`src/rtl/brrp_pkg.sv`:
```
// Purpose: Shared constants and carriers for the retry and reply-validation policy block
// Assumes: AXI4-Lite slave with 32-bit data, one aligned word per register
// Notes: Configuration register holds 16 bits in the low half of the word
package brrp_pkg;

	// Register map, byte addresses
	localparam logic [7:0] BRRP_CFG_OFFS = 8'h08;
	localparam logic [7:0] BRRP_CTRL_OFFS = 8'h00;
	localparam logic [7:0] BRRP_STAT_OFFS = 8'h04;
	localparam logic [7:0] BRRP_RES_OFFS = 8'h0C;
	localparam logic [15:0] BRRP_CFG_RESET = 16'h0000;

	// Configuration field positions
	localparam int BRRP_STATUS_RETRY_BIT = 9;
	localparam int BRRP_ALT1_BIT = 8;
	localparam int BRRP_ALT2_BIT = 7;
	localparam int BRRP_MEROK_BIT = 6;
	localparam int BRRP_BUSYOK_BIT = 5;

	// Control register field positions
	localparam int BRRP_RETRY_EN_BIT = 0;
	localparam int BRRP_DBL_BIT = 3;

	// Status word flag positions
	localparam int BRRP_SW_MSGERR_BIT = 10;
	localparam int BRRP_SW_BUSY_BIT = 3;
	localparam logic [15:0] BRRP_SW_FLAG_MASK = 16'h071F;

	// AXI responses
	localparam logic [1:0] BRRP_RESP_OKAY = 2'h0;
	localparam logic [1:0] BRRP_RESP_SLVERR = 2'h2;

	// Message outcome presented for evaluation
	typedef struct packed {
		logic [15:0] status_word;
		logic [5:0] words_expected;
		logic [5:0] words_received;
		logic orig_bus_b;
		logic [1:0] attempt;
		logic other_failure;
	} brrp_msg_t;

	// Decision returned for that outcome
	typedef struct packed {
		logic reply_valid;
		logic retry;
		logic retry_bus_b;
		logic retry_second;
	} brrp_dec_t;

endpackage : brrp_pkg

```
`src/rtl/brrp_policy.sv`:
```
// Purpose: Retry and reply-validation policy of a dual-redundant bus controller
// Assumes: Retry engine presents one message outcome per eval pulse
// Notes: One answer per evaluation, two cycles after the pulse is taken
// Functional notes
// - Status-retry bit clear: a status flag alone never causes a retry.
// - Status-retry bit set with retries on: any status flag causes a retry.
// - First retry uses original bus, or opposite bus when first-alternate set.
// - Second retry uses original bus, or opposite bus when second-alternate set.
// - Second retry only when double-retry enable set; else no second retry.
// - Message-error reply valid by default only with full data word count.
// - Message-error short-reply bit also accepts zero following data words.
// - Busy reply valid by default only with full data word count.
// - Busy short-reply bit also accepts zero following data words.
`timescale 1ns/1ps
module brrp_policy (
	// Clock and reset
	input wire logic aclk,
	input wire logic aresetn,
	// Register bus, write side
	input wire logic [7:0] s_axi_awaddr,
	input wire logic s_axi_awvalid,
	output logic s_axi_awready,
	input wire logic [31:0] s_axi_wdata,
	input wire logic [3:0] s_axi_wstrb,
	input wire logic s_axi_wvalid,
	output logic s_axi_wready,
	output logic [1:0] s_axi_bresp,
	output logic s_axi_bvalid,
	input wire logic s_axi_bready,
	// Register bus, read side
	input wire logic [7:0] s_axi_araddr,
	input wire logic s_axi_arvalid,
	output logic s_axi_arready,
	output logic [31:0] s_axi_rdata,
	output logic [1:0] s_axi_rresp,
	output logic s_axi_rvalid,
	input wire logic s_axi_rready,
	// Message outcome in, decision out
	input wire logic eval,
	input wire brrp_pkg::brrp_msg_t msg,
	output brrp_pkg::brrp_dec_t dec,
	output logic dec_valid
);

	// Configuration and control registers
	logic [15:0] cfg_ff;
	logic [1:0] ctrl_ff;
	logic [15:0] nxt_cfg;
	logic [1:0] nxt_ctrl;
	// Write channel state
	logic [7:0] awaddr_ff;
	logic aw_have_ff;
	logic [31:0] wdata_ff;
	logic [3:0] wstrb_ff;
	logic w_have_ff;
	logic awready_ff;
	logic wready_ff;
	logic bvalid_ff;
	logic [1:0] bresp_ff;
	// Read channel state
	logic arready_ff;
	logic rvalid_ff;
	logic [31:0] rdata_ff;
	logic [1:0] rresp_ff;
	// Evaluation pipeline
	logic eval_ff;
	brrp_pkg::brrp_msg_t msg_ff;
	brrp_pkg::brrp_dec_t dec_ff;
	logic dec_valid_ff;
	logic [15:0] last_sw_ff;
	logic [7:0] retry_cnt_ff;
	logic [7:0] invalid_cnt_ff;
	brrp_pkg::brrp_dec_t nxt_dec;

	// Byte-lane merge for the configuration register; control takes lane 0 only
	function automatic logic [15:0] lane_merge(input logic [15:0] old_v,
		input logic [31:0] wd, input logic [3:0] ws);
		logic [15:0] r;
		r = old_v;
		if (ws[0]) begin
			r[7:0] = wd[7:0];
		end
		if (ws[1]) begin
			r[15:8] = wd[15:8];
		end
		return r;
	endfunction : lane_merge

	// Known register decode, used on both channels
	function automatic logic addr_hit(input logic [7:0] a);
		return (a == brrp_pkg::BRRP_CFG_OFFS) || (a == brrp_pkg::BRRP_CTRL_OFFS) ||
			(a == brrp_pkg::BRRP_STAT_OFFS) || (a == brrp_pkg::BRRP_RES_OFFS);
	endfunction : addr_hit

	// A write lands once both halves are held and no response is pending
	logic do_write;
	assign do_write = aw_have_ff && w_have_ff && !bvalid_ff;

	// Address and data are captured independently, in either order
	always_ff @(posedge aclk) begin
		if (!aresetn) begin
			aw_have_ff <= 1'b0;
			awaddr_ff <= 8'h00;
			awready_ff <= 1'b0;
		end else if (do_write) begin
			aw_have_ff <= 1'b0;
			awready_ff <= 1'b0;
		end else if (awready_ff && s_axi_awvalid) begin
			aw_have_ff <= 1'b1;
			awaddr_ff <= s_axi_awaddr;
			awready_ff <= 1'b0;
		end else begin
			awready_ff <= !aw_have_ff && !bvalid_ff;
		end
	end

	always_ff @(posedge aclk) begin
		if (!aresetn) begin
			w_have_ff <= 1'b0;
			wdata_ff <= 32'h00000000;
			wstrb_ff <= 4'h0;
			wready_ff <= 1'b0;
		end else if (do_write) begin
			w_have_ff <= 1'b0;
			wready_ff <= 1'b0;
		end else if (wready_ff && s_axi_wvalid) begin
			w_have_ff <= 1'b1;
			wdata_ff <= s_axi_wdata;
			wstrb_ff <= s_axi_wstrb;
			wready_ff <= 1'b0;
		end else begin
			wready_ff <= !w_have_ff && !bvalid_ff;
		end
	end

	// Register update; status and reserved words ignore writes
	always_comb begin
		nxt_cfg = cfg_ff;
		nxt_ctrl = ctrl_ff;
		if (do_write && awaddr_ff == brrp_pkg::BRRP_CFG_OFFS) begin
			nxt_cfg = lane_merge(cfg_ff, wdata_ff, wstrb_ff);
		end
		if (do_write && awaddr_ff == brrp_pkg::BRRP_CTRL_OFFS && wstrb_ff[0]) begin
			nxt_ctrl = {wdata_ff[brrp_pkg::BRRP_DBL_BIT], wdata_ff[brrp_pkg::BRRP_RETRY_EN_BIT]};
		end
	end

	// Configuration word, cleared by reset
	always_ff @(posedge aclk) begin
		if (!aresetn) begin
			cfg_ff <= brrp_pkg::BRRP_CFG_RESET;
		end else begin
			cfg_ff <= nxt_cfg;
		end
	end

	// Control word; retries stay off until software enables them
	always_ff @(posedge aclk) begin
		if (!aresetn) begin
			ctrl_ff <= 2'h0;
		end else begin
			ctrl_ff <= nxt_ctrl;
		end
	end

	// Write response; unmapped addresses answer SLVERR
	always_ff @(posedge aclk) begin
		if (!aresetn) begin
			bvalid_ff <= 1'b0;
			bresp_ff <= brrp_pkg::BRRP_RESP_OKAY;
		end else if (do_write) begin
			bvalid_ff <= 1'b1;
			bresp_ff <= addr_hit(awaddr_ff) ? brrp_pkg::BRRP_RESP_OKAY :
				brrp_pkg::BRRP_RESP_SLVERR;
		end else if (s_axi_bready) begin
			bvalid_ff <= 1'b0;
		end
	end

	// Read path: one read under way, answer the cycle after the take
	always_ff @(posedge aclk) begin
		if (!aresetn) begin
			arready_ff <= 1'b0;
			rvalid_ff <= 1'b0;
			rdata_ff <= 32'h00000000;
			rresp_ff <= brrp_pkg::BRRP_RESP_OKAY;
		end else if (arready_ff && s_axi_arvalid) begin
			arready_ff <= 1'b0;
			rvalid_ff <= 1'b1;
			rresp_ff <= addr_hit(s_axi_araddr) ? brrp_pkg::BRRP_RESP_OKAY :
				brrp_pkg::BRRP_RESP_SLVERR;
			case (s_axi_araddr)
				brrp_pkg::BRRP_CFG_OFFS: rdata_ff <= {16'h0000, cfg_ff};
				brrp_pkg::BRRP_CTRL_OFFS: rdata_ff <= {28'h0000000, ctrl_ff[1], 2'h0, ctrl_ff[0]};
				brrp_pkg::BRRP_STAT_OFFS: rdata_ff <= {retry_cnt_ff, invalid_cnt_ff, last_sw_ff};
				default: rdata_ff <= 32'h00000000;
			endcase
		end else if (rvalid_ff) begin
			if (s_axi_rready) begin
				rvalid_ff <= 1'b0;
			end
		end else begin
			arready_ff <= 1'b1;
		end
	end

	// Register the outcome first; decision logic is off the input path
	always_ff @(posedge aclk) begin
		if (!aresetn) begin
			eval_ff <= 1'b0;
			msg_ff <= '0;
		end else begin
			eval_ff <= eval;
			if (eval) begin
				msg_ff <= msg;
			end
		end
	end

	// Policy decision for the registered outcome
	always_comb begin
		logic sw_flag;
		logic merr;
		logic busy;
		logic full;
		logic none;
		logic ok;
		logic want;
		logic can;
		// Defaults keep every local assigned on every path
		want = 1'b0;
		can = 1'b0;
		sw_flag = |(msg_ff.status_word & brrp_pkg::BRRP_SW_FLAG_MASK);
		merr = msg_ff.status_word[brrp_pkg::BRRP_SW_MSGERR_BIT];
		busy = msg_ff.status_word[brrp_pkg::BRRP_SW_BUSY_BIT];
		full = msg_ff.words_received == msg_ff.words_expected;
		none = msg_ff.words_received == 6'h00;
		ok = full;
		// Short reply is legal only when its own enable covers each set flag
		if (merr && !full) begin
			ok = none && cfg_ff[brrp_pkg::BRRP_MEROK_BIT];
		end
		if (busy && !full) begin
			ok = none && cfg_ff[brrp_pkg::BRRP_BUSYOK_BIT] &&
				(!merr || cfg_ff[brrp_pkg::BRRP_MEROK_BIT]);
		end
		nxt_dec.reply_valid = ok && !msg_ff.other_failure;
		// A flag only counts as a failure when status retry is on
		want = !nxt_dec.reply_valid ||
			(sw_flag && cfg_ff[brrp_pkg::BRRP_STATUS_RETRY_BIT]);
		// Attempt 0 is the original, 1 is the first retry
		can = ctrl_ff[0] && ((msg_ff.attempt == 2'h0) ||
			(msg_ff.attempt == 2'h1 && ctrl_ff[1]));
		nxt_dec.retry = want && can;
		nxt_dec.retry_second = nxt_dec.retry && msg_ff.attempt == 2'h1;
		// Bus is always chosen relative to the original attempt
		nxt_dec.retry_bus_b = msg_ff.orig_bus_b ^ (nxt_dec.retry_second ?
			cfg_ff[brrp_pkg::BRRP_ALT2_BIT] : cfg_ff[brrp_pkg::BRRP_ALT1_BIT]);
	end

	// Decision output; dec holds until the next answer
	always_ff @(posedge aclk) begin
		if (!aresetn) begin
			dec_ff <= '0;
			dec_valid_ff <= 1'b0;
		end else begin
			dec_valid_ff <= eval_ff;
			if (eval_ff) begin
				dec_ff <= nxt_dec;
			end
		end
	end

	// Last status word seen, for software to inspect
	always_ff @(posedge aclk) begin
		if (!aresetn) begin
			last_sw_ff <= 16'h0000;
		end else if (eval_ff) begin
			last_sw_ff <= msg_ff.status_word;
		end
	end

	// Retry and invalid-reply counters; they wrap rather than saturate
	always_ff @(posedge aclk) begin
		if (!aresetn) begin
			retry_cnt_ff <= 8'h00;
			invalid_cnt_ff <= 8'h00;
		end else if (eval_ff) begin
			if (nxt_dec.retry) begin
				retry_cnt_ff <= retry_cnt_ff + 8'h01;
			end
			if (!nxt_dec.reply_valid) begin
				invalid_cnt_ff <= invalid_cnt_ff + 8'h01;
			end
		end
	end

	assign s_axi_awready = awready_ff;
	assign s_axi_wready = wready_ff;
	assign s_axi_bvalid = bvalid_ff;
	assign s_axi_bresp = bresp_ff;
	assign s_axi_arready = arready_ff;
	assign s_axi_rvalid = rvalid_ff;
	assign s_axi_rdata = rdata_ff;
	assign s_axi_rresp = rresp_ff;
	assign dec = dec_ff;
	assign dec_valid = dec_valid_ff;

endmodule : brrp_policy

```
`config.mk`:
```
export PLATFORM = sky130hd
export DESIGN_NAME = brrp_policy
export DESIGN_NICKNAME = d
export VERILOG_FILES = /design/src/rtl/brrp_pkg.sv /design/src/rtl/brrp_policy.sv
export SDC_FILE = /design/constraint.sdc
export NUM_CORES = 1
export LEC_CHECK = 0
export BUFFER_PORTS_ARGS = -buffer_cell sky130_fd_sc_hd__buf_2
export CORE_ASPECT_RATIO = 0.75
export CORE_MARGIN = 10
export CORE_UTILIZATION = 45
export DETAILED_ROUTE_END_ITERATION = 16
export PLACE_DENSITY = 0.8
export SKIP_CTS_REPAIR_TIMING = 1
export SLEW_MARGIN = 20
export SYNTH_ARGS = -nofsm -noshare
export SYNTH_HDL_FRONTEND = slang
export SYNTH_SLANG_ARGS = --single-unit
```
`constraint.sdc`:
```
create_clock -name aclk -period 2.9 [get_ports aclk]
set_clock_uncertainty 0.05 [all_clocks]
set_input_delay 0 -clock aclk [delete_from_list [all_inputs] [get_ports aclk]]
set_output_delay 0 -clock aclk [all_outputs]
set_load 0.03 [all_outputs]
```
* After elaboration in Yosys (flattened, before gate mapping)
Index checks and enable logic that the tools add are counted.
** Word-level totals
- Logic and storage cells :: 109
- RAM bits :: 0
- Register bits after elaboration :: 157
- Input bits :: 92
- Bits in latches :: 0
- Memories kept :: 0
- Output and inout bits :: 46
- Bits in read-only memories :: 0
** Cells by class
- Shift operators :: 0
- Magnitude comparators :: 0
- Equality and inequality tests :: 8
- Multipliers :: 0
- Divide/modulo/power cells :: 0
- Reduce and logical (&&, ||, !) cells :: 53
- Bitwise logic cells :: 4
- Add/sub/neg operators :: 2
- Multiplexer cells :: 11
** Operators by type and width (number)
- 32-bit case mux with 3 select lines :: 1
- 8-bit by 4-bit equality test with 1-bit output (second input constant) :: 4
- 1-bit logical AND :: 21
- 8-bit by 1-bit adder with 8-bit output (second input constant) :: 2
- 8-bit by 3-bit equality test with 1-bit output (second input constant) :: 2
- 8-bit logical NOT :: 2
- 2-bit AND reduction :: 6
- 1-bit logical OR :: 9
- 1-bit two-way mux :: 8
- 8-bit OR reduction :: 1
- 1-bit logical NOT :: 7
- 6-bit equality test :: 1
- 6-bit logical NOT :: 1
- 3-bit OR reduction :: 2
- 2-bit two-way mux :: 2
- 2-bit OR reduction :: 2
- 1-bit inverter :: 3
- 2-bit by 1-bit equality test with 1-bit output (second input constant) :: 1
- 2-bit logical NOT :: 1
- 2-bit nonzero test :: 1
- 1-bit bitwise XOR :: 1

* Depth between registers and ports, before layout
Gate-level depths: netlist (run 1).
- Word-level depth :: 12
- Depth in mapped cells :: 7
- Mapped depth without buffers :: 6

* Worst setup path after synthesis (run 1)
No wires, ideal clock.
- Path kind :: register to register
- From :: reg msg_ff[19] (netlist bit)
- To :: reg retry_cnt_ff[5]
- Clock period less this slack :: 1.846 ns
- Buffers on the path :: 1
- Required time :: 2.780 ns
- Library setup time :: 0.070 ns
- Data arrival time :: 1.727 ns
- Stages on the path, launching flop included :: 8
- Setup slack :: 1.054 ns
- Cells stage by stage :: dfxtp_1 > mux2_4 > o2111ai_1 > o31a_1 > buf_6 > o21ai_4 > or4_1 > a21oi_1
** On the way
- Cells in the longest elaborated chain, start to end :: 7
- Elaborated cells on any way between the ends :: 9
- Classes of those cells :: mux: 1; reduce/logical: 8
** RTL lines
- from (decl) :: line brrp_policy.sv:67 : brrp_pkg::brrp_msg_t msg_ff;
- from (signal assigned) :: line brrp_policy.sv:215 : msg_ff <= msg;
- 1-bit logical AND :: line brrp_policy.sv:243 : if (busy && !full) begin
- 1-bit two-way mux :: line brrp_policy.sv:243
- 1-bit logical AND :: line brrp_policy.sv:247 : nxt_dec.reply_valid = ok && !msg_ff.other_failure;
- 1-bit logical NOT
- 1-bit logical OR (*) :: line brrp_policy.sv:249 : want = !nxt_dec.reply_valid ||
- 1-bit logical AND (*) :: line brrp_policy.sv:254 : nxt_dec.retry = want && can;
- 2-bit AND reduction (no line) (*)
- to (signal assigned) :: line brrp_policy.sv:290 : retry_cnt_ff <= retry_cnt_ff + 8'h01;
- to (decl) :: line brrp_policy.sv:71 : logic [7:0] retry_cnt_ff;
Mark *: on every way between the ends. The rest lies on a longest branch, timed or not.
A chain may end at the register's enable or synchronous reset.

* Worst setup path in the final report (run 1)
Ends and elaborated chain as after synthesis.

==> impl_metrics.toml, run 1 <==
[status]
status = "complete, but fails checks"
violations = "hold timing"

[sta]
max_slew_margin = 0.350
rsz0062_at_grt = "false"
post-route-period-util = 0.773
fin_tns_setup_ns = 0
fmax_mhz = 446
worst_pin_slew_ns = 0.975
fin_crit_ns = 2.24
worst_hold_slack_ns = -0.0169
setup_viol = 0
slew_viol_final = 0
finalHoldViolCount = 1

[logic_synthesis]
synth.distinct_cells = 49
synth-xor-area-share = 0.0180
synth_area_um2 = 5850
yosysWarnings = 0
synth-edff-count = 0
synth_mux_area_frac = 0.143
avgSynthCellArea_um2 = 9.67
synth_cells = 605
synth_flop_cell = "dfxtp_1"
seq_area_frac_synth = 0.530
post_synth_and_or_nand_nor_area_fraction = 0.155
synth_top_family_by_area = "simple AND/OR/NAND/NOR gates"
synth_compound_area_frac = 0.118
async_flop_share = 0
ys_ff_latch = 155
synth_fa_ha_area_frac = 0.00428

[setup_path]
required_ns = 3.19
slowest_stage = "or4_1"
cpPeakStageDelay_ns = 0.54
rr_endpoint = "retry_cnt_ff[5]"
cp-endpoint = "retry_cnt_ff[5]"
cp-startpoint = "msg_ff[19]"
end_kind = "flop"
worstPathMaxFanout = 8
cp.depth = 6
critPathKind = "flop to flop"
path_buf_inv = 0
regToRegSetupSlack_ns = 0.66
start_kind = "flop"
timing.rr.start = "msg_ff[19]"
crit_chain = "mux2_4 > o2111ai_1 > o31a_1 > o21ai_4 > or4_1 > a21oi_1"
critical_path.top_delay_family = "compound AO/OA/AOI/OAI gates"
crit_arrival_ns = 2.53
r2r_cells = 6

[grt]
grt_pass1_vias = 4642
grt_pass1_wl_mm = 23.6
grt_max_degree = 74
grt-ovfl-total = 0
grt_usage = 0.162
antenna_found_initial = 0

[placed_design]
place_inst = 861
io_buffers = 117
place.gp.congestion = 0.842
hpwl_mm = 10.9

[final_layout]
final_cell_mix = "dfxtp_1, buf_2, nor2_1, mux2i_1, dlygate4sd3_1"
regArea_um2 = 3100
antennaDiodeCount = 0
multi_input_area_um2 = 2570
final_common_cell = "dfxtp_1"
final_cells = 961
nNetsFinal = 876
drive_gt1_frac = 0.203
syn2layout_area_growth_pct = 33.7
fill_cells = 1028

[die]
core_area_um2 = 12500
dieArea_um2 = 18000
io_pins = 138
initial_utilization = 0.467
rows = 35
fp.dieH_um = 119
die_w_um = 152

[pwr]
p_sw_uw = 1120
p_int_uw = 3740
swShare = 0.231
pwr-share-clk = 0.460
leakagePower_uw = 0.00335
comb_power_share = 0.078
seqPwrFrac = 0.463
power_density_nw_per_um2 = 621
ir_drop_v = 0.000422

[clocking]
cts_max_path_buffers = 2
path_clk_slew_ns = 0.06
cts_sinks = 155
clkLatencyLatePin_ns = 0.41
htreeDepth = 4
cts_buffers = 17
cts_tree = "done"
cts_root_buffer = "clkbuf_16"

[worst_hold_path]
hold_class = "primary input to flop"

[drt]
firstDrtPassIters = 5
drt_iter0_markers = 309
wl_mm = 15.8
route.detailed.drc = 0
via_count = 4961
wl_per_cell_um = 16.4
via_per_inst = 5.16
ant_nets = 0

[job]
drv_cap = 0
==> worst min-delay path: stages <==
cell,delay [ns]
buf_2,0.07
nor2_1,0.03
nand2_1,0.12
nor2_1,0.05
nor3_1,0.12
==> state kept, by name, summed over array words and instances (netlist names) <==
| name | cells |
|---|---|
| s_axi_wready | 1 |
| s_axi_rresp | 1 |
| s_axi_awready | 1 |
| s_axi_bvalid | 1 |
| wstrb_ff | 2 |
| w_have_ff | 1 |
| eval_ff | 1 |
| s_axi_rdata | 32 |
| s_axi_rvalid | 1 |
| wdata_ff | 16 |
| ctrl_ff | 2 |
| cfg_ff | 16 |
| s_axi_arready | 1 |
| dec | 4 |
| awaddr_ff | 8 |
| retry_cnt_ff | 8 |
| invalid_cnt_ff | 8 |
| s_axi_bresp | 1 |
| aw_have_ff | 1 |
| dec_valid | 1 |
| msg_ff | 32 |
| last_sw_ff | 16 |
==> power groups by stage <==
stage                     sequential, µW  clock (µW)  combinational (µW)
after CTS                           2240        2260                 304
after detailed placement            2290           0                 301
final                               2250        2230                 378
after global placement              2290           0                 289
after global routing                2250        2370                 417
after floorplan                     2290           0                 196
==> cell usage after synthesis, types with 4 or more instances <==
cell | count | area share
mux2i_1 | 82 | 0.14
inv_1 | 6 | 0.0038
nand2_1 | 67 | 0.043
xor2_1 | 8 | 0.012
dfxtp_1 | 155 | 0.53
nor2_1 | 96 | 0.062
nor4_1 | 6 | 0.0064
a22o_1 | 16 | 0.024
nand3_1 | 6 | 0.0051
nand2b_1 | 6 | 0.0064
o21ai_0 | 16 | 0.014
a22oi_1 | 14 | 0.018
xnor2_1 | 4 | 0.0060
a21oi_1 | 31 | 0.027
nor3_1 | 5 | 0.0043
buf_2 | 4 | 0.0034
o211ai_1 | 5 | 0.0064
clkbuf_1 | 25 | 0.016
nor2b_1 | 4 | 0.0043
==> logic make-up (layout without fill, tap and decap cells) <==
| logic type | after synthesis | count (layout) |
|---|---|---|
| AND/OR/NAND/NOR | 210 | 210 |
| flip-flops | 155 | 155 |
| AO/OA/AOI/OAI | 101 | 101 |
| multiplexers | 83 | 83 |
| buffers and inverters | 41 | 230 |
| XOR/XNOR | 12 | 12 |
| adder cells (fa/ha/maj) | 2 | 2 |
| other | 1 | 2 |
==> per-layer routing <==
metal  GRT usage  wire [µm]  share of wire  vias up
li1            -          -              -     2445
met1       0.206       6850           0.43     2346
met4      0.0422        159          0.010        0
met3      0.0591       1170          0.074       15
met2       0.253       7620           0.48      155
met5           0          0              0        -
==> cell type report <==
| class | count | area share |
|---|---|---|
| Clock buffer | 18 | 0.0548 |
| Clock inverter | 14 | 0.0221 |
| Inverter | 7 | 0.00352 |
| Multi-Input combinational cell | 410 | 0.329 |
| Sequential cell | 155 | 0.397 |
| Tap cell | 166 | 0.0265 |
| Timing Repair Buffer | 191 | 0.168 |
==> stage by stage <==
stage	area [µm²]	total power (µW)	setup slack (ns)	utilization
after floorplan	5860	2490	1.05	-
after global placement	6540	2580	0.770	0.522
after detailed placement	6540	2590	0.697	0.522
after CTS	7140	4810	0.667	0.570
after global routing	7830	5030	0.569	0.625
final	7830	4860	0.657	0.625
==> how the worst min path moves through the flow <==
stage                    start        endpoint  slack (ns)  depth (start not counted)
2_1_floorplan  s_axi_wdata[13]    wdata_ff[13]        0.08                          2
6_report       s_axi_araddr[4]  s_axi_rresp[1]       -0.02                          5
4_1_cts        s_axi_awaddr[0]    awaddr_ff[0]       -0.24                          3
5_1_grt        s_axi_araddr[5]  s_axi_rresp[1]        0.04                          5
3_3_place_gp   s_axi_awaddr[2]    awaddr_ff[2]        0.19                          3
3_5_place_dp   s_axi_awaddr[2]    awaddr_ff[2]        0.19                          3
(Power assumes the default switching activity.)
==> run 2: changes to the inputs <==
==> constraint.sdc (replaced) <==
create_clock -name aclk -period 2.25 [get_ports aclk]
set_clock_uncertainty 0.05 [all_clocks]
set_input_delay 0 -clock aclk [delete_from_list [all_inputs] [get_ports aclk]]
set_output_delay 0 -clock aclk [all_outputs]
set_load 0.03 [all_outputs]
==> run 2 against run 1 <==
Against the previous run:
- the run now ends clean
- critical endpoint is now invalid_cnt_ff[1]
- routed wire length down 0.32%
- critical path depth unchanged
- clock-buffer cell count up 6
- die area unchanged
- core utilization up 0.19 points
- sequential share of layout area down 0.12 points
- highest routed layer unchanged
- largest power group unchanged
- largest cell class unchanged
==> impl_metrics.toml, run 2 (synthesis results as in run 1) <==
[die]
dieArea_um2 = 18000
die_w_um = 152
initial_utilization = 0.467
io_pins = 138
fp.dieH_um = 119
core_area_um2 = 12500
rows = 35

[pwr]
seqPwrFrac = 0.466
pwr-share-clk = 0.454
p_int_uw = 4840
power_density_nw_per_um2 = 791
ir_drop_v = 0.000677
p_total_uw = 6200
leakagePower_uw = 0.00338
swShare = 0.220
comb_power_share = 0.080
p_sw_uw = 1370

[final_layout]
syn2layout_area_growth_pct = 34.1
stdcell_area_um2 = 7850
drive_gt1_frac = 0.207
nNetsFinal = 880
fill_cells = 1035
final_common_cell = "dfxtp_1"
multi_input_area_um2 = 2580
regArea_um2 = 3100
antennaDiodeCount = 0
final_cell_mix = "dfxtp_1, buf_2, nor2_1, mux2i_1, dlygate4sd3_1"
final_cells = 963

[clocking]
cts_tree = "done"
cts_sinks = 155
clkLatencyLatePin_ns = 0.41
htreeDepth = 4
path_clk_slew_ns = 0.06
cts_buffers = 17
cts_max_path_buffers = 2
cts_root_buffer = "clkbuf_16"

[sta]
max_slew_margin = 0.445
fin_tns_setup_ns = 0
setup_viol = 0
rsz0062_at_grt = "false"
slew_viol_final = 0
post-route-period-util = 0.905
worst_pin_slew_ns = 0.833
fin_crit_ns = 2.04
finalHoldViolCount = 0
fmax_mhz = 491

[drt]
drt-met1-wl_mm = 7.10
via_per_inst = 5.20
highest_layer = "met4"
via_count = 5004
firstDrtPassIters = 5
drt_iter0_markers = 255
route.detailed.drc = 0
route.met3.wl_mm = 1.05
ant_nets = 0
wl_met2_mm = 7.38
wl_mm = 15.7
wl_per_cell_um = 16.4

[placed_design]
dpl-instance-area_um2 = 6570
place.gp.congestion = 0.854
place_inst = 865
io_buffers = 117
hpwl_mm = 10.9

[setup_path]
end_kind = "flop"
crit_arrival_ns = 2.25
rr_endpoint = "invalid_cnt_ff[1]"
timing.rr.start = "msg_ff[5]"
worstPathMaxFanout = 10
required_ns = 2.46
regToRegSetupSlack_ns = 0.21
slowest_stage = "nor4_1"
start_kind = "flop"
cpPeakStageDelay_ns = 0.39
crit_chain = "nor4_1 > o2111ai_1 > o31a_2 > o21ai_2 > mux2i_1 > nor2_1"
critPathKind = "flop to flop"
r2r_cells = 6

[grt]
grt_pass1_wl_mm = 23.6
antenna_found_initial = 0
grt_pass1_vias = 4718
grt_max_degree = 86
grt-ovfl-total = 0
grt_usage = 0.161

[worst_hold_path]
holdPathEnd = "s_axi_rdata[0]"
hold_start = "s_axi_araddr[3]"
hold_depth = 4
hold_class = "primary input to flop"

[job]
drv_cap = 0

[status]
status = "finished clean"
[run 2: cell count changes in the layout (fill, tap and decap cells not counted), moves of 2 or more]
| cell | delta |
|---|---|
| clkbuf_8 | +5 |
| buf_4 | +4 |
| clkinvlp_4 | -4 |
| clkinv_4 | -2 |
[run 2: per-stage QoR]
stage,setup WS (ns),utilization,hold WS [ns]
after global routing,0.0964,0.627,0.0555
after floorplan,0.404,-,0.0833
after global placement,0.209,0.525,0.184
after CTS,0.0944,0.572,-0.240
final,0.213,0.627,0.0282
after detailed placement,0.146,0.525,0.195
[run 2: power by group through the flow]
| stage | registers, µW | logic [µW] | clock network [µW] |
|---|---|---|---|
| floorplan | 2950 | 253 | 0 |
| global placement | 2950 | 375 | 0 |
| detailed placement | 2950 | 392 | 0 |
| CTS | 2890 | 396 | 2850 |
| global route | 2900 | 544 | 2970 |
| finish | 2890 | 494 | 2820 |
[run 2: area by class of cell]
type                            count  share of cell area
Clock buffer                       24              0.0639
Clock inverter                      6              0.0110
Timing Repair Buffer              195               0.171
Sequential cell                   155               0.395
Inverter                            7             0.00351
Tap cell                          166              0.0265
Multi-Input combinational cell    410               0.329
[run 2: per-layer routing]
metal | vias to the layer above | GRT usage
met2 | 140 | 0.248
met4 | 0 | 0.0440
met3 | 17 | 0.0579
met1 | 2395 | 0.207
met5 | - | 0
li1 | 2452 | -
[run 2: critical path: cells and delay by family, from the launching register on]
family	cells	cell delay, ns
multiplexers	1	0.25
flip-flops	1	0.34
AND/OR/NAND/NOR	2	0.44
AO/OA/AOI/OAI	3	0.80
[run 2: worst max-delay path by stage]
stage / depth (start not counted) / end / startpoint / slack, ns
4_1_cts: 6 / invalid_cnt_ff[7] / msg_ff[19] / 0.09
5_1_grt: 6 / invalid_cnt_ff[1] / msg_ff[5] / 0.1
6_report: 6 / invalid_cnt_ff[1] / msg_ff[5] / 0.21
3_3_place_gp: 6 / invalid_cnt_ff[3] / msg_ff[19] / 0.21
3_5_place_dp: 6 / retry_cnt_ff[6] / msg_ff[19] / 0.15
2_1_floorplan: 7 / retry_cnt_ff[5] / msg_ff[19] / 0.40
==> run 3: changes to the inputs <==
--- a/config.mk
+++ b/config.mk
@@ -5,12 +5,13 @@
 export SDC_FILE = /design/constraint.sdc
 export NUM_CORES = 1
 export LEC_CHECK = 0
-export BUFFER_PORTS_ARGS = -buffer_cell sky130_fd_sc_hd__buf_2
 export CORE_ASPECT_RATIO = 0.75
 export CORE_MARGIN = 10
 export CORE_UTILIZATION = 45
 export DETAILED_ROUTE_END_ITERATION = 16
-export PLACE_DENSITY = 0.8
+export DONT_BUFFER_PORTS = 1
+export GPL_TIMING_DRIVEN = 0
+export PLACE_DENSITY = 0.71
 export SKIP_CTS_REPAIR_TIMING = 1
 export SLEW_MARGIN = 20
 export SYNTH_ARGS = -nofsm -noshare
==> run 3 against run 2 <==
Against the previous run:
- combinational power decreased by 13%
- clock-buffer cell count decreased by 5
- first-iteration DRC count increased by 37%
- register-to-register slack got worse by 0.05 ns
- sequential power about the same
- critical path type unchanged
- critical path depth decreased by 1
- the run now ends with hold timing left
- worst setup slack got worse by 0.046 ns
==> impl_metrics.toml, run 3 (synthesis results as in run 1) <==
[status]
status = "complete, but fails checks"
violations = "hold timing"

[placed_design]
place_inst = 772
hpwl_mm = 11.6
io_buffers = 0
dpl-instance-area_um2 = 6060
place.gp.congestion = 0.842

[setup_path]
r2r_cells = 5
required_ns = 2.49
regToRegSetupSlack_ns = 0.17
crit_arrival_ns = 2.33
critPathKind = "flop to flop"
end_kind = "flop"
worstPathMaxFanout = 8
start_kind = "flop"
timing.rr.start = "s_axi_bvalid"
rr_endpoint = "awaddr_ff[2]"

[sta]
worst_pin_slew_ns = 0.770
fin_tns_setup_ns = 0
max_slew_margin = 0.487
fin_crit_ns = 2.08
worst_hold_slack_ns = -0.0171
fmax_mhz = 480
setup_viol = 0
finalHoldViolCount = 1
post-route-period-util = 0.926
slew_viol_final = 0

[die]
die_w_um = 152
rows = 35
dieArea_um2 = 18000
fp.dieH_um = 119
initial_utilization = 0.467
core_area_um2 = 12500
io_pins = 138

[clocking]
cts_root_buffer = "clkbuf_16"
htreeDepth = 4
path_clk_slew_ns = 0.06
cts_sinks = 155
cts_buffers = 17
clkLatencyLatePin_ns = 0.42
cts_tree = "done"
cts_max_path_buffers = 2

[worst_hold_path]
hold_class = "primary input to flop"
hold_start = "aresetn"
hold_depth = 2
holdPathEnd = "invalid_cnt_ff[5]"

[grt]
grt_pass1_vias = 4418
grt-ovfl-total = 0
antenna_found_initial = 0
grt_max_degree = 17
grt_pass1_wl_mm = 24.1
grt_usage = 0.171

[final_layout]
nNetsFinal = 789
final_cell_mix = "dfxtp_1, nor2_1, mux2i_1, dlygate4sd3_1, nand2_1"
antennaDiodeCount = 0
drive_gt1_frac = 0.0679
final_cells = 873
syn2layout_area_growth_pct = 26.0
final_common_cell = "dfxtp_1"
fill_cells = 1116
stdcell_area_um2 = 7370

[job]
drv_cap = 0

[drt]
wl_per_cell_um = 18.7
firstDrtPassIters = 5
route.detailed.drc = 0
via_count = 4666
wl_mm = 16.3
ant_nets = 0
via_per_inst = 5.34
drt_iter0_markers = 350

[pwr]
power_density_nw_per_um2 = 842
ir_drop_v = 0.000617
leakagePower_uw = 0.00286
-- run 3: cell count changes in the layout (fill, tap and decap cells not counted), sizes merged --
cell,previous run,this run
clkinv,4,2
buf,127,8
clkbuf,24,45
dlygate4sd3,68,70
inv,6,9
clkinvlp,1,6
-- run 3: per-stage QoR --
| step | power, µW | hold WS (ns) | setup slack (ns) | util |
|---|---|---|---|---|
| floorplan | 3200 | 0.0833 | 0.404 | - |
| global placement | 3280 | 0.0900 | 0.131 | 0.484 |
| detailed placement | 3290 | 0.0945 | 0.0992 | 0.484 |
| CTS | 6120 | -0.341 | 0.0964 | 0.532 |
| global route | 6410 | 0.0184 | -0.000528 | 0.589 |
| finish | 6210 | -0.0171 | 0.167 | 0.589 |
-- run 3: area by class of cell --
cell class	instances	area, µm²	share of cell area
multi-input cells	410	2580	0.350
repair buffers	70	701	0.0950
clock buffers	19	453	0.0614
well taps	166	208	0.0282
clock inverters	12	140	0.0190
flip-flops and latches	155	3100	0.421
inverters	7	26.3	0.00356
plain buffers	34	159	0.0216
-- run 3: critical path, cell delays in order, from the launching register on --
cell and delay, ns:
dfxtp_1 0.59, nand3b_1 0.33, and3_1 0.20, clkbuf_1 0.44
mux2i_1 0.28, nor2_1 0.06
-- run 3: how the worst max path moves through the flow --
| stage | start | to | slack (ns) | cells past startpoint |
|---|---|---|---|---|
| final | s_axi_bvalid | awaddr_ff[2] | 0.17 | 5 |
| after global routing | s_axi_bvalid | cfg_ff[7] | -0.0005 | 6 |
| after CTS | s_axi_arready | s_axi_rdata[26] | 0.1 | 5 |
| after detailed placement | s_axi_arready | s_axi_rdata[21] | 0.1 | 5 |
| after global placement | s_axi_arready | s_axi_rdata[30] | 0.13 | 5 |
| after floorplan | msg_ff[19] | retry_cnt_ff[5] | 0.40 | 7 |
-- run 3: per-layer routing --
layer  routed length [µm]  GRT usage  vias to the layer above
met5                    0          0                        -
met3                 1240     0.0743                       12
met4                  155     0.0577                        0
met2                 7660      0.262                      139
met1                 7240      0.209                     2242
li1                     -          -                     2273
-- run 3: report_power, final --
part           internal, µW  switching [µW]  total, µW
Clock                  1700            1170       2860
Combinational           205             226        431
Sequential             2830            89.2       2920
Total                  4730            1480       6210
